==> config.mk <==
export PLATFORM = sky130hd
export DESIGN_NAME = uerr_top
export DESIGN_NICKNAME = d
export VERILOG_FILES = /design/src/rtl/uerr_pkg.sv /design/src/rtl/uerr_rx_if.sv /design/src/rtl/uerr_sync.sv /design/src/rtl/uerr_rx_shift.sv /design/src/rtl/uerr_top.sv
export VERILOG_INCLUDE_DIRS = /design/src /design/src/rtl
export SDC_FILE = /design/constraint.sdc
export NUM_CORES = 1
export LEC_CHECK = 0
export BUFFER_PORTS_ARGS = -buffer_cell sky130_fd_sc_hd__buf_4
export CAP_MARGIN = 20
export CORE_UTILIZATION = 45
export DETAILED_ROUTE_END_ITERATION = 10
export HOLD_SLACK_MARGIN = 0.1
export PLACE_DENSITY_LB_ADDON = 0.25
export SYNTH_ARGS = -nofsm -noshare
export SYNTH_HDL_FRONTEND = slang
export SYNTH_SLANG_ARGS = --single-unit
==> constraint.sdc <==
create_clock -name CLK_SYS -period 2.5 [get_ports CLK_SYS]
set_input_delay 0.375 -clock CLK_SYS [delete_from_list [all_inputs] [get_ports CLK_SYS]]
set_output_delay 0.375 -clock CLK_SYS [all_outputs]
set_load 0.01 [all_outputs]
==> src/rtl/uerr_map.svh <==
// register offsets, field positions and reset values of the receive error block
`ifndef UERR_MAP_SVH
`define UERR_MAP_SVH
`define UERR_OFF_MODE 8'h00
`define UERR_OFF_STAT 8'h04
`define UERR_OFF_RXBUF 8'h08
`define UERR_OFF_BAUD 8'h0c
`define UERR_OFF_IRQ_ST 8'h10
`define UERR_OFF_IRQ_MSK 8'h14
`define UERR_MODE_PORT_EN 7
`define UERR_MODE_TX_EN 6
`define UERR_MODE_RX_EN 5
`define UERR_MODE_PAR_HI 4
`define UERR_MODE_PAR_LO 3
`define UERR_MODE_CHAR8 2
`define UERR_MODE_TX_SL 1
`define UERR_MODE_ERR_SEL 0
`define UERR_STAT_PE 2
`define UERR_STAT_FE 1
`define UERR_STAT_OV 0
`define UERR_IRQ_CMP 0
`define UERR_IRQ_ERR 1
`define UERR_MODE_RST 8'h04
`define UERR_STAT_RST 3'h0
`define UERR_BAUD_RST 16'h01b2
`endif

==> src/rtl/uerr_pkg.sv <==
// types of the receive error block
package uerr_pkg;
    typedef enum logic [2:0] {
        UERR_IDLE = 3'b000,
        UERR_START = 3'b001,
        UERR_DATA = 3'b010,
        UERR_PAR = 3'b011,
        UERR_STOP = 3'b100
    } uerr_rx_state_t;
    typedef enum logic [1:0] {
        UERR_PAR_NONE = 2'b00,
        UERR_PAR_ZERO = 2'b01,
        UERR_PAR_ODD = 2'b10,
        UERR_PAR_EVEN = 2'b11
    } uerr_par_t;
endpackage

==> src/rtl/uerr_rx_if.sv <==
// link between register side and receive shifter
`timescale 1ns/1ps
interface uerr_rx_if;
    logic enable;
    logic [15:0] divisor;
    logic char8;
    logic parity_en;
    logic done;
    logic [7:0] data;
    logic parity_bit;
    logic stop_bit;
    modport ctl (output enable, output divisor, output char8, output parity_en,
                 input done, input data, input parity_bit, input stop_bit);
    modport rx (input enable, input divisor, input char8, input parity_en,
                output done, output data, output parity_bit, output stop_bit);
endinterface

==> src/rtl/uerr_sync.sv <==
// two flip-flop synchroniser for the receive pin
`timescale 1ns/1ps
module uerr_sync (
    input wire logic clk,
    input wire logic rst_n,
    input wire logic d,
    output logic q
);
    logic meta_q;
    always_ff @(posedge clk) begin
        if (!rst_n) begin
            meta_q <= 1'b1;
            q <= 1'b1;
        end else begin
            meta_q <= d;
            q <= meta_q;
        end
    end
endmodule

==> src/rtl/uerr_rx_shift.sv <==
// receive shifter: start check, data bits, optional parity, one stop bit
`timescale 1ns/1ps
module uerr_rx_shift (
    input wire logic clk,
    input wire logic rst_n,
    input wire logic rxd,
    uerr_rx_if.rx bus
);
    import uerr_pkg::*;
    uerr_rx_state_t state_q;
    logic [15:0] cnt_q;
    logic [2:0] bit_q;
    logic [7:0] shf_q;
    logic par_q;
    logic stop_q;
    logic done_q;
    logic [2:0] last_bit;

    assign last_bit = bus.char8 ? 3'h7 : 3'h6;
    assign bus.done = done_q;
    assign bus.data = bus.char8 ? shf_q : {1'b0, shf_q[7:1]};
    assign bus.parity_bit = par_q;
    assign bus.stop_bit = stop_q;

    always_ff @(posedge clk) begin
        if (!rst_n) begin
            state_q <= UERR_IDLE;
            cnt_q <= 16'h0000;
            bit_q <= 3'h0;
            shf_q <= 8'h00;
            par_q <= 1'b0;
            stop_q <= 1'b1;
            done_q <= 1'b0;
        end else begin
            done_q <= 1'b0;
            if (!bus.enable) begin
                state_q <= UERR_IDLE;
            end else if (state_q != UERR_IDLE && cnt_q != 16'h0000) begin
                cnt_q <= cnt_q - 16'h0001;
            end else begin
                case (state_q)
                    UERR_IDLE: begin
                        if (!rxd) begin
                            state_q <= UERR_START;
                            cnt_q <= {1'b0, bus.divisor[15:1]};
                        end
                    end
                    UERR_START: begin
                        bit_q <= 3'h0;
                        cnt_q <= bus.divisor;
                        state_q <= rxd ? UERR_IDLE : UERR_DATA;
                    end
                    UERR_DATA: begin
                        shf_q <= {rxd, shf_q[7:1]};
                        bit_q <= bit_q + 3'h1;
                        cnt_q <= bus.divisor;
                        if (bit_q == last_bit) begin
                            state_q <= bus.parity_en ? UERR_PAR : UERR_STOP;
                        end
                    end
                    UERR_PAR: begin
                        par_q <= rxd;
                        cnt_q <= bus.divisor;
                        state_q <= UERR_STOP;
                    end
                    // one stop bit only
                    UERR_STOP: begin
                        stop_q <= rxd;
                        done_q <= 1'b1;
                        state_q <= UERR_IDLE;
                    end
                    default: begin
                        state_q <= UERR_IDLE;
                    end
                endcase
            end
        end
    end
endmodule

==> src/rtl/uerr_top.sv <==
// receive error status block with register port and interrupts
//
// The address map and the plain strobed port were chosen for this implementation.
`timescale 1ns/1ps
`include "uerr_map.svh"
// Function
// select 0: error raises error interrupt only
// select 1: error raises complete interrupt only
// receiver checks exactly one stop bit
// software stops transmitter before changing stop length
// flags hold only the latest error
// status read clears register to zero
// software reads status before receive buffer
// disabling port or receiver clears flags
// parity bit2, framing bit1, overrun bit0
// parity mismatch sets parity flag; the code checks parity in odd and even modes only, not in zero parity mode
// status read-only, writes ignored
// software avoids bit manipulation on status
// low first stop bit sets framing flag
// unread buffer: overrun, new character dropped
module uerr_top (
    input wire logic CLK_SYS,
    input wire logic RST_N,
    input wire logic RXD,
    input wire logic [7:0] ADDR,
    input wire logic [31:0] WR_DATA,
    input wire logic WR_STB,
    input wire logic RD_STB,
    output logic [31:0] RD_DATA,
    output logic IRQ,
    output logic RX_COMPLETE_IRQ,
    output logic RX_ERROR_IRQ
);
    import uerr_pkg::*;

    logic rxd_s;
    logic [7:0] mode_q;
    logic [2:0] err_q;
    logic [7:0] rxbuf_q;
    logic full_q;
    logic [15:0] baud_q;
    logic [1:0] ist_q;
    logic [1:0] imsk_q;
    logic [31:0] rd_q;
    logic irq_q;
    logic cmp_q;
    logic erirq_q;
    logic wr_mode;
    logic wr_baud;
    logic wr_ist;
    logic wr_imsk;
    logic rd_stat;
    logic rd_rxbuf;
    logic disable_clr;
    logic err_sel;
    uerr_par_t par_mode;
    logic exp_par;
    logic pe_now;
    logic fe_now;
    logic ov_now;
    logic any_err;
    logic [2:0] err_now;
    logic err_evt;

    uerr_rx_if rxi ();

    uerr_sync u_sync (
        .clk(CLK_SYS),
        .rst_n(RST_N),
        .d(RXD),
        .q(rxd_s)
    );

    uerr_rx_shift u_shift (
        .clk(CLK_SYS),
        .rst_n(RST_N),
        .rxd(rxd_s),
        .bus(rxi.rx)
    );

    // register decode
    assign wr_mode = WR_STB && ADDR == `UERR_OFF_MODE;
    assign wr_baud = WR_STB && ADDR == `UERR_OFF_BAUD;
    assign wr_ist = WR_STB && ADDR == `UERR_OFF_IRQ_ST;
    assign wr_imsk = WR_STB && ADDR == `UERR_OFF_IRQ_MSK;
    assign rd_stat = RD_STB && ADDR == `UERR_OFF_STAT;
    assign rd_rxbuf = RD_STB && ADDR == `UERR_OFF_RXBUF;
    assign disable_clr = wr_mode && !(WR_DATA[`UERR_MODE_PORT_EN] && WR_DATA[`UERR_MODE_RX_EN]);
    assign err_sel = mode_q[`UERR_MODE_ERR_SEL];
    assign par_mode = uerr_par_t'({mode_q[`UERR_MODE_PAR_HI], mode_q[`UERR_MODE_PAR_LO]});

    // stop length not passed to receiver
    assign rxi.enable = mode_q[`UERR_MODE_PORT_EN] && mode_q[`UERR_MODE_RX_EN];
    assign rxi.divisor = baud_q;
    assign rxi.char8 = mode_q[`UERR_MODE_CHAR8];
    assign rxi.parity_en = par_mode != UERR_PAR_NONE;

    // parity check by mode
    assign exp_par = (par_mode == UERR_PAR_ODD) ? ~^rxi.data : ^rxi.data;
    assign pe_now = (par_mode == UERR_PAR_ODD || par_mode == UERR_PAR_EVEN) && rxi.parity_bit != exp_par;
    // first stop bit only
    assign fe_now = !rxi.stop_bit;
    // overrun when buffer unread
    assign ov_now = full_q;
    assign any_err = pe_now || fe_now || ov_now;
    // flag positions
    assign err_now = {pe_now, fe_now, ov_now};
    assign err_evt = rxi.done && any_err;

    // mode register, tx stop length kept but unused on receive
    always_ff @(posedge CLK_SYS) begin
        if (!RST_N) begin
            mode_q <= `UERR_MODE_RST;
        end else if (wr_mode) begin
            mode_q <= WR_DATA[7:0];
        end
    end

    always_ff @(posedge CLK_SYS) begin
        if (!RST_N) begin
            baud_q <= `UERR_BAUD_RST;
        end else if (wr_baud) begin
            baud_q <= WR_DATA[15:0];
        end
    end

    // latest error overwrites flags
    // read clears, new error wins
    // disable clears flags
    always_ff @(posedge CLK_SYS) begin
        if (!RST_N) begin
            err_q <= `UERR_STAT_RST;
        end else if (err_evt) begin
            err_q <= err_now;
        end else if (rd_stat || disable_clr) begin
            err_q <= `UERR_STAT_RST;
        end
    end

    // keep old data on overrun
    always_ff @(posedge CLK_SYS) begin
        if (!RST_N) begin
            rxbuf_q <= 8'h00;
            full_q <= 1'b0;
        end else if (rxi.done && !full_q) begin
            rxbuf_q <= rxi.data;
            full_q <= 1'b1;
        end else if (rd_rxbuf || disable_clr) begin
            full_q <= 1'b0;
        end
    end

    // error interrupt when select is 0
    // complete interrupt when select is 1
    always_ff @(posedge CLK_SYS) begin
        if (!RST_N) begin
            cmp_q <= 1'b0;
            erirq_q <= 1'b0;
        end else begin
            cmp_q <= rxi.done && (!any_err || err_sel);
            erirq_q <= err_evt && !err_sel;
        end
    end

    // sticky interrupt status, write one to clear, set wins
    always_ff @(posedge CLK_SYS) begin
        if (!RST_N) begin
            ist_q <= 2'b00;
            imsk_q <= 2'b00;
            irq_q <= 1'b0;
        end else begin
            ist_q <= (ist_q & ~(wr_ist ? WR_DATA[1:0] : 2'b00)) | {erirq_q, cmp_q};
            if (wr_imsk) begin
                imsk_q <= WR_DATA[1:0];
            end
            irq_q <= |(ist_q & imsk_q);
        end
    end

    // status has no write path
    // upper status bits read zero
    always_ff @(posedge CLK_SYS) begin
        if (!RST_N) begin
            rd_q <= 32'h0000_0000;
        end else if (RD_STB) begin
            case (ADDR)
                `UERR_OFF_MODE: rd_q <= {24'h00_0000, mode_q};
                `UERR_OFF_STAT: rd_q <= {29'h0000_0000, err_q};
                `UERR_OFF_RXBUF: rd_q <= {24'h00_0000, rxbuf_q};
                `UERR_OFF_BAUD: rd_q <= {16'h0000, baud_q};
                `UERR_OFF_IRQ_ST: rd_q <= {30'h0000_0000, ist_q};
                `UERR_OFF_IRQ_MSK: rd_q <= {30'h0000_0000, imsk_q};
                default: rd_q <= 32'h0000_0000;
            endcase
        end else begin
            rd_q <= 32'h0000_0000;
        end
    end

    assign RD_DATA = rd_q;
    assign IRQ = irq_q;
    assign RX_COMPLETE_IRQ = cmp_q;
    assign RX_ERROR_IRQ = erirq_q;
endmodule

# Yosys cells after proc, flatten, opt, wreduce, memory -nomap -nowiden
# Cells that the tools add are included.
[totals]
output_inout_bits = 35
inputBits = 45
word_cells = 112
regBits = 110
[classes]
n_reduce_logical = 48
eq_ne = 16
bitwise = 7
n_mux = 19
addsub = 2
[op_table]
columns = ["cell", "n"]
rows = [
  ["one-hot mux 16 bit (6 select lines)", 1],
  ["two-way mux 16 bit", 2],
  ["one-hot mux 16 bit (2 select lines)", 1],
  ["AND reduction 3 bit", 6],
  ["== test 8 x 4 -> 1 bit, second input constant", 2],
  ["== test 8 x 5 -> 1 bit, second input constant", 2],
  ["nonzero test 16 bit", 1],
  ["subtractor 16 x 1 -> 16 bit, second input constant", 1],
  ["logical AND 1 bit", 15],
  ["two-way mux 3 bit", 5],
  ["one-hot mux 3 bit (4 select lines)", 1],
  ["== test 8 x 3 -> 1 bit, second input constant", 1],
  ["zero test 8 bit", 1],
  ["two-way mux 8 bit", 1],
  ["nonzero test 2 bit", 4],
  ["XNOR reduction 8 bit", 1],
  ["parity 8 bit", 1],
  ["== test 3 x 2 -> 1 bit, second input constant", 2],
  ["logical OR 1 bit", 6],
  ["one-hot mux 3 bit (2 select lines)", 1],
  ["nonzero test 3 bit", 2],
  ["OR reduction 3 bit", 2],
  ["zero test 1 bit", 5],
  ["two-way mux 1 bit", 5],
  ["other kinds (17)", 23],
]

# Logic depth before layout (Yosys ltp)
[depth]
word_depth = 10
depth_mapped = 9
depth_no_buf = 7

# Cells and area by module
# Synthesis repeated with hierarchy kept, for this count alone.
[unflattened]
cells_unflattened = 529
area_unflattened_um2 = 4754.6
[modules_own_cells]
columns = ["mod", "area_per_inst_um2", "seq_area_each_um2", "cells_per_inst", "instances"]
rows = [
  ["uerr_top", 2548.7, 1181.1, 275, 1],
  ["uerr_rx_shift", 2153.3, 660.6, 250, 1],
  ["uerr_sync", 52.6, 40.0, 4, 1],
]

# Worst setup path after synthesis
# OpenSTA, ideal clock, no wires.
[synth_path]
path_type = "input to register"
start = "input port ADDR[1]"
end = "register baud_q[7]"
t_arrival_ps = 2196
path_buffers = 4
setup_slack_ps = 167
cell_stages = 9
t_required_ps = 2363
setup_time_ps = 137
cell_sequence = "or4_4 > buf_6 > or3_1 > buf_6 > or3_4 > buf_6 > buf_8 > nand2_1 > nand3_1"
[synth_between]
elab_chain_len = 2
[synth_rtl]
columns = ["item", "line_no", "source"]
rows = [
  ["from (decl)", "uerr_top.sv:25", "input wire logic [7:0] ADDR,"],
  ["== test 8 x 4 -> 1 bit", "n/a", ""],
  ["logical AND 1 bit (no source line)", "n/a", ""],
  ["to (signal assigned)", "uerr_top.sv:121", "baud_q <= `UERR_BAUD_RST;"],
  ["to (signal assigned)", "uerr_top.sv:123", "baud_q <= WR_DATA[15:0];"],
  ["to (decl)", "uerr_top.sv:41", "logic [15:0] baud_q;"],
]
# No other way between the ends.
# A chain may end at the register's enable or synchronous reset.

# Final worst setup path
[layout_path]
start = "register u_shift.cnt_q[6]"
end = "register u_shift.bit_q[0]"
[layout_between]
elab_chain_len = 4
[layout_rtl]
columns = ["item", "line_no", "source"]
rows = [
  ["from (decl)", "uerr_rx_shift.sv:11", "logic [15:0] cnt_q;"],
  ["from (signal assigned)", "uerr_rx_shift.sv:39", "cnt_q <= cnt_q - 16'h0001;"],
  ["from (signal assigned)", "uerr_rx_shift.sv:45", "cnt_q <= {1'b0, bus.divisor[15:1]};"],
  ["from (signal assigned)", "uerr_rx_shift.sv:50", "cnt_q <= bus.divisor;"],
  ["nonzero test 16 bit", "uerr_rx_shift.sv:38", "end else if (state_q != UERR_IDLE && cnt_q != 16'h0000) begin"],
  ["logical AND 1 bit", "uerr_rx_shift.sv:38", ""],
  ["inverter 1 bit (no source line)", "n/a", ""],
  ["AND reduction 3 bit (no source line)", "n/a", ""],
  ["to (signal assigned)", "uerr_rx_shift.sv:55", "bit_q <= bit_q + 3'h1;"],
  ["to (decl)", "uerr_rx_shift.sv:12", "logic [2:0] bit_q;"],
]
# No other way between the ends.

==> reports/metrics.sh <==
MULTI_INPUT_AREA_UM2=2570
FINAL_ANTENNA_NET_COUNT=0
PERIOD_MINUS_SLACK_NS=2.28
YS_DOMINANT_REG_CELL='sky130_fd_sc_hd__dfxtp_1'
DIE_Y_EXTENT_UM=104
YOSYS_TOP_CELL_AREA_SHARE_PCT=40.0
WORST_HOLD_PATH_TYPE='input port to flip-flop'
WORST_SETUP_END_KIND='flip-flop'
NUM-FILL-CELLS=936
VIAS_IN_THE_FIRST_GLOBAL_ROUTE=3789
MAXIMUM_NUMBER_OF_PINS_ON_ONE_NET_BEFORE_GLOBAL_ROUTE_REPAIR=35
PLACEABLECOREAREA_UM2=9950
FINISH.NET_COUNT=632
MOST_FREQUENT_CELL_ON_THE_CRITICAL_PATH='sky130_fd_sc_hd__or4_1'
SEQCELLAREA_UM2=1880
POSTCTSSETUPREPAIRBUFS=0
NETLIST_AREA_UM2=4710
CRITICAL_PATH.STARTPOINT='u_shift.cnt_q[6]'
CP-START-KIND='flip-flop'
VIAS=3965
MAXSLEWHEADROOM_PCT=36.7
SYNTHDISTINCTLIBCELLS=58
SETUP_VIOL=0
CTS_ROOT_BUF='sky130_fd_sc_hd__clkbuf_8'
CP_MAX_FO=8
CTS.REPAIR.RESIZED=0
ANTENNA_CELLS=0
CRITPATHKIND='flip-flop to flip-flop'
SYNTH.AVG_CELL_AREA_UM2=8.80
TRITONCTS='yes'
LAYOUTNONFILLERINSTCOUNT=722
LAYOUT_COMMONEST_CELL='sky130_fd_sc_hd__dfxtp_1'
SETUP_TOTAL_NEGATIVE_SLACK_NS=0
SETUP_REPAIR_AFTER_GLOBAL_ROUTING_MISSED_ITS_MARGIN='no'
ROUTED_WIRE_LENGTH_PER_INSTANCE_UM=15.4
STATUS='finished, final reports clean'
SLOWEST_DELAY_NS=0.59
WORSTPATHARRIVAL_NS=2.58
TIMING.RR.START='u_shift.cnt_q[6]'
PLACEMENTROWS=36
DRV_SLEW=0
GPL_WTD_CONG=0.842
DRIVE_ABOVE_1_SHARE_PCT=18.7
CLOCK_LATENCY_ON_THE_WORST_SKEW_PAIR_NS=0.37
REG2REG_SLACK_NS=0.22
TIMING.CLOCK.SKEW_NS=0.00847
DRCVIOLATIONCOUNT=0
CRITICAL_PATH.CELL_CHAIN='nor4_4 -> nand4_1 -> or4_1 -> or4_1 -> a21oi_1'
EDFF_COUNT_SYNTH=0
FINALHOLDVIOLATIONS=0
HOLDCRITSTARTPOINT='RXD'
GRT_USAGE_PCT=21.5
YOSYS_REGISTER_BITS=94
DP_HPWL_UM=8150
POST_DRT_VIA_CELL_RATIO=5.49
DESIGN.PORTCOUNT=80
YS.WARNINGS.COUNT=0
DESIGN_POWER_TOTAL_mW=2.57
FINAL_CELL_MIX='94 x sky130_fd_sc_hd__dfxtp_1, 70 x sky130_fd_sc_hd__buf_4, 68 x sky130_fd_sc_hd__nand2_1'
DRT_PASS1_ITERATIONS=6
SYNTHCELLS=535
DRV_CAP=0
PLACE_INST=706
LAYOUT_WORST_PATH_CYCLE_SHARE_PCT=91.3
GRT_OVERFLOW=0
VDD_IR_DROP_MAX_uV=249
NUMBER_OF_ANTENNA_VIOLATIONS_AT_THE_FIRST_CHECK_IN_GLOBAL_ROUTING=0
INITIAL_UTILIZATION_PCT=47.3
MAX_FREQ_GHz=0.438
DETAIL_ROUTE.ITER0.VIOLATIONS=237
SYNTH.YOSYS.SEQ_AREA_SHARE_PCT=40.0
AREA_GROWTH_PCT=14.2
CTS.REPORTEDPATHS.CLKPINSLEW_NS=0.09
SYNTH_AREA_LEADERS='sky130_fd_sc_hd__dfxtp_1 40%, sky130_fd_sc_hd__mux2i_1 11%, sky130_fd_sc_hd__nand2_1 5.4%'
FINISH.UTILIZATION_PCT=54.0
TRITONCTS_NUM_SINKS=94
CLK_PATH_BUF_DEPTH=2
FP.DIEAREA_UM2=10900
CRITICAL-PATH-SLOWEST-CELL='sky130_fd_sc_hd__or4_1'
YOSYSTOPAREACELL='sky130_fd_sc_hd__dfxtp_1'
ASYNC_SET_OR_RESET_REGISTER_RATIO_AFTER_SYNTHESIS_PCT=0
PWR_DENSITY_CELL_nW_PER_UM2=478
ROUTED_WIRE_LENGTH_UM=11100
WORSTMARGINPINSLEW_NS=0.943
CTS.HTREE.LEVELS=3
CTS-HOLD-FIX-BUFFERS=0
TOTAL_LEAKAGE_POWER_nW=2.26
REQUIRED_NS=2.80
PLACE.PORT_BUFFERS=47
WIRE_LENGTH_OF_THE_FIRST_GLOBAL_ROUTING_PASS_UM=18900
CTS-BUFFERS-INSERTED=9
FLOORPLAN.DIE.WIDTH_UM=104
cell families (layout without fill, tap and decap cells):
logic type	after synthesis	count (layout)	synth area share [%]
multiplexers	65	65	14.2
AND/OR/NAND/NOR	199	199	21.2
flip-flops	94	94	40.0
AO/OA/AOI/OAI	106	106	15.1
XOR/XNOR	9	9	1.97
buffers and inverters	58	97	6.75
adder cells (fa/ha/maj)	3	3	0.797
other	1	16	0.0796
layer usage:
layer / routed length, um / vias to the layer above / global-route usage [%] / part of all wire (%)
li1: - / 1977 / - / -
met4: 68 / 0 / 5.20 / 0.61
met3: 601 / 5 / 4.45 / 5.4
met2: 5260 / 127 / 35.1 / 47
met1: 5210 / 1856 / 29.0 / 47
met5: 0 / - / 0 / 0
critical path, delay by kind of cell (launching register included):
family	cells	cell delay, ns
compound gates	1	0.13
flops	1	0.40
simple gates	4	1.69
synth_stat cells (6+ instances only):
library cell                n
sky130_fd_sc_hd__nor4_1    10
sky130_fd_sc_hd__mux2i_1   51
sky130_fd_sc_hd__nand2_1   68
sky130_fd_sc_hd__nor3_1     8
sky130_fd_sc_hd__a32o_1    11
sky130_fd_sc_hd__dfxtp_1   94
sky130_fd_sc_hd__and2_1     9
sky130_fd_sc_hd__mux2_2    14
sky130_fd_sc_hd__a21oi_1   24
sky130_fd_sc_hd__a211oi_1   8
sky130_fd_sc_hd__nor2_1    45
sky130_fd_sc_hd__xnor2_1    7
sky130_fd_sc_hd__nand2b_1   6
sky130_fd_sc_hd__o21ai_0   24
sky130_fd_sc_hd__buf_4     16
sky130_fd_sc_hd__nand3_1   20
sky130_fd_sc_hd__inv_1      9
sky130_fd_sc_hd__a22oi_1   10
sky130_fd_sc_hd__clkbuf_1  20
final timing paths:
kind,to,cells after the start
max,u_shift.bit_q[0],5
min,u_sync.meta_q,2
max reg2reg,u_shift.bit_q[0],5
min reg2reg,u_sync.q,1
flip-flops by register name (all words and copies together), names as in the netlist, 2 cells and up:
register,cells
err_q,3
u_shift.state_q,3
baud_q,16
u_shift.cnt_q,16
rxbuf_q,8
ist_q,2
RD_DATA,16
u_shift.shf_q,8
mode_q,8
imsk_q,2
u_shift.bit_q,3
area by class of cell:
| cell class | count | share of cell area (%) |
|---|---|---|
| timing repair buffer | 71 | 10.1 |
| inverter | 10 | 0.698 |
| clock inverter | 6 | 0.838 |
| tap | 133 | 3.10 |
| multi-input combinational | 398 | 47.8 |
| clock buffer | 10 | 2.37 |
| sequential | 94 | 35.0 |
report_power, final:
group,total (mW),internal (mW),switching [mW]
clock,0.931,0.367,0.564
sequential,1.51,1.50,0.00656
combinational,0.130,0.0521,0.0776
per-stage QoR:
stage / hold slack [ns] / worst slack, ns / area (um2)
6_report: 0.193 / 0.218 / 5380
5_1_grt: 0.193 / 0.0530 / 5380
3_5_place_dp: 0.398 / 0.184 / 5200
2_1_floorplan: 0.386 / 0.167 / 4760
3_3_place_gp: 0.400 / 0.212 / 5200
4_1_cts: 0.184 / 0.184 / 5380
Power figures use the tool's default switching activity.
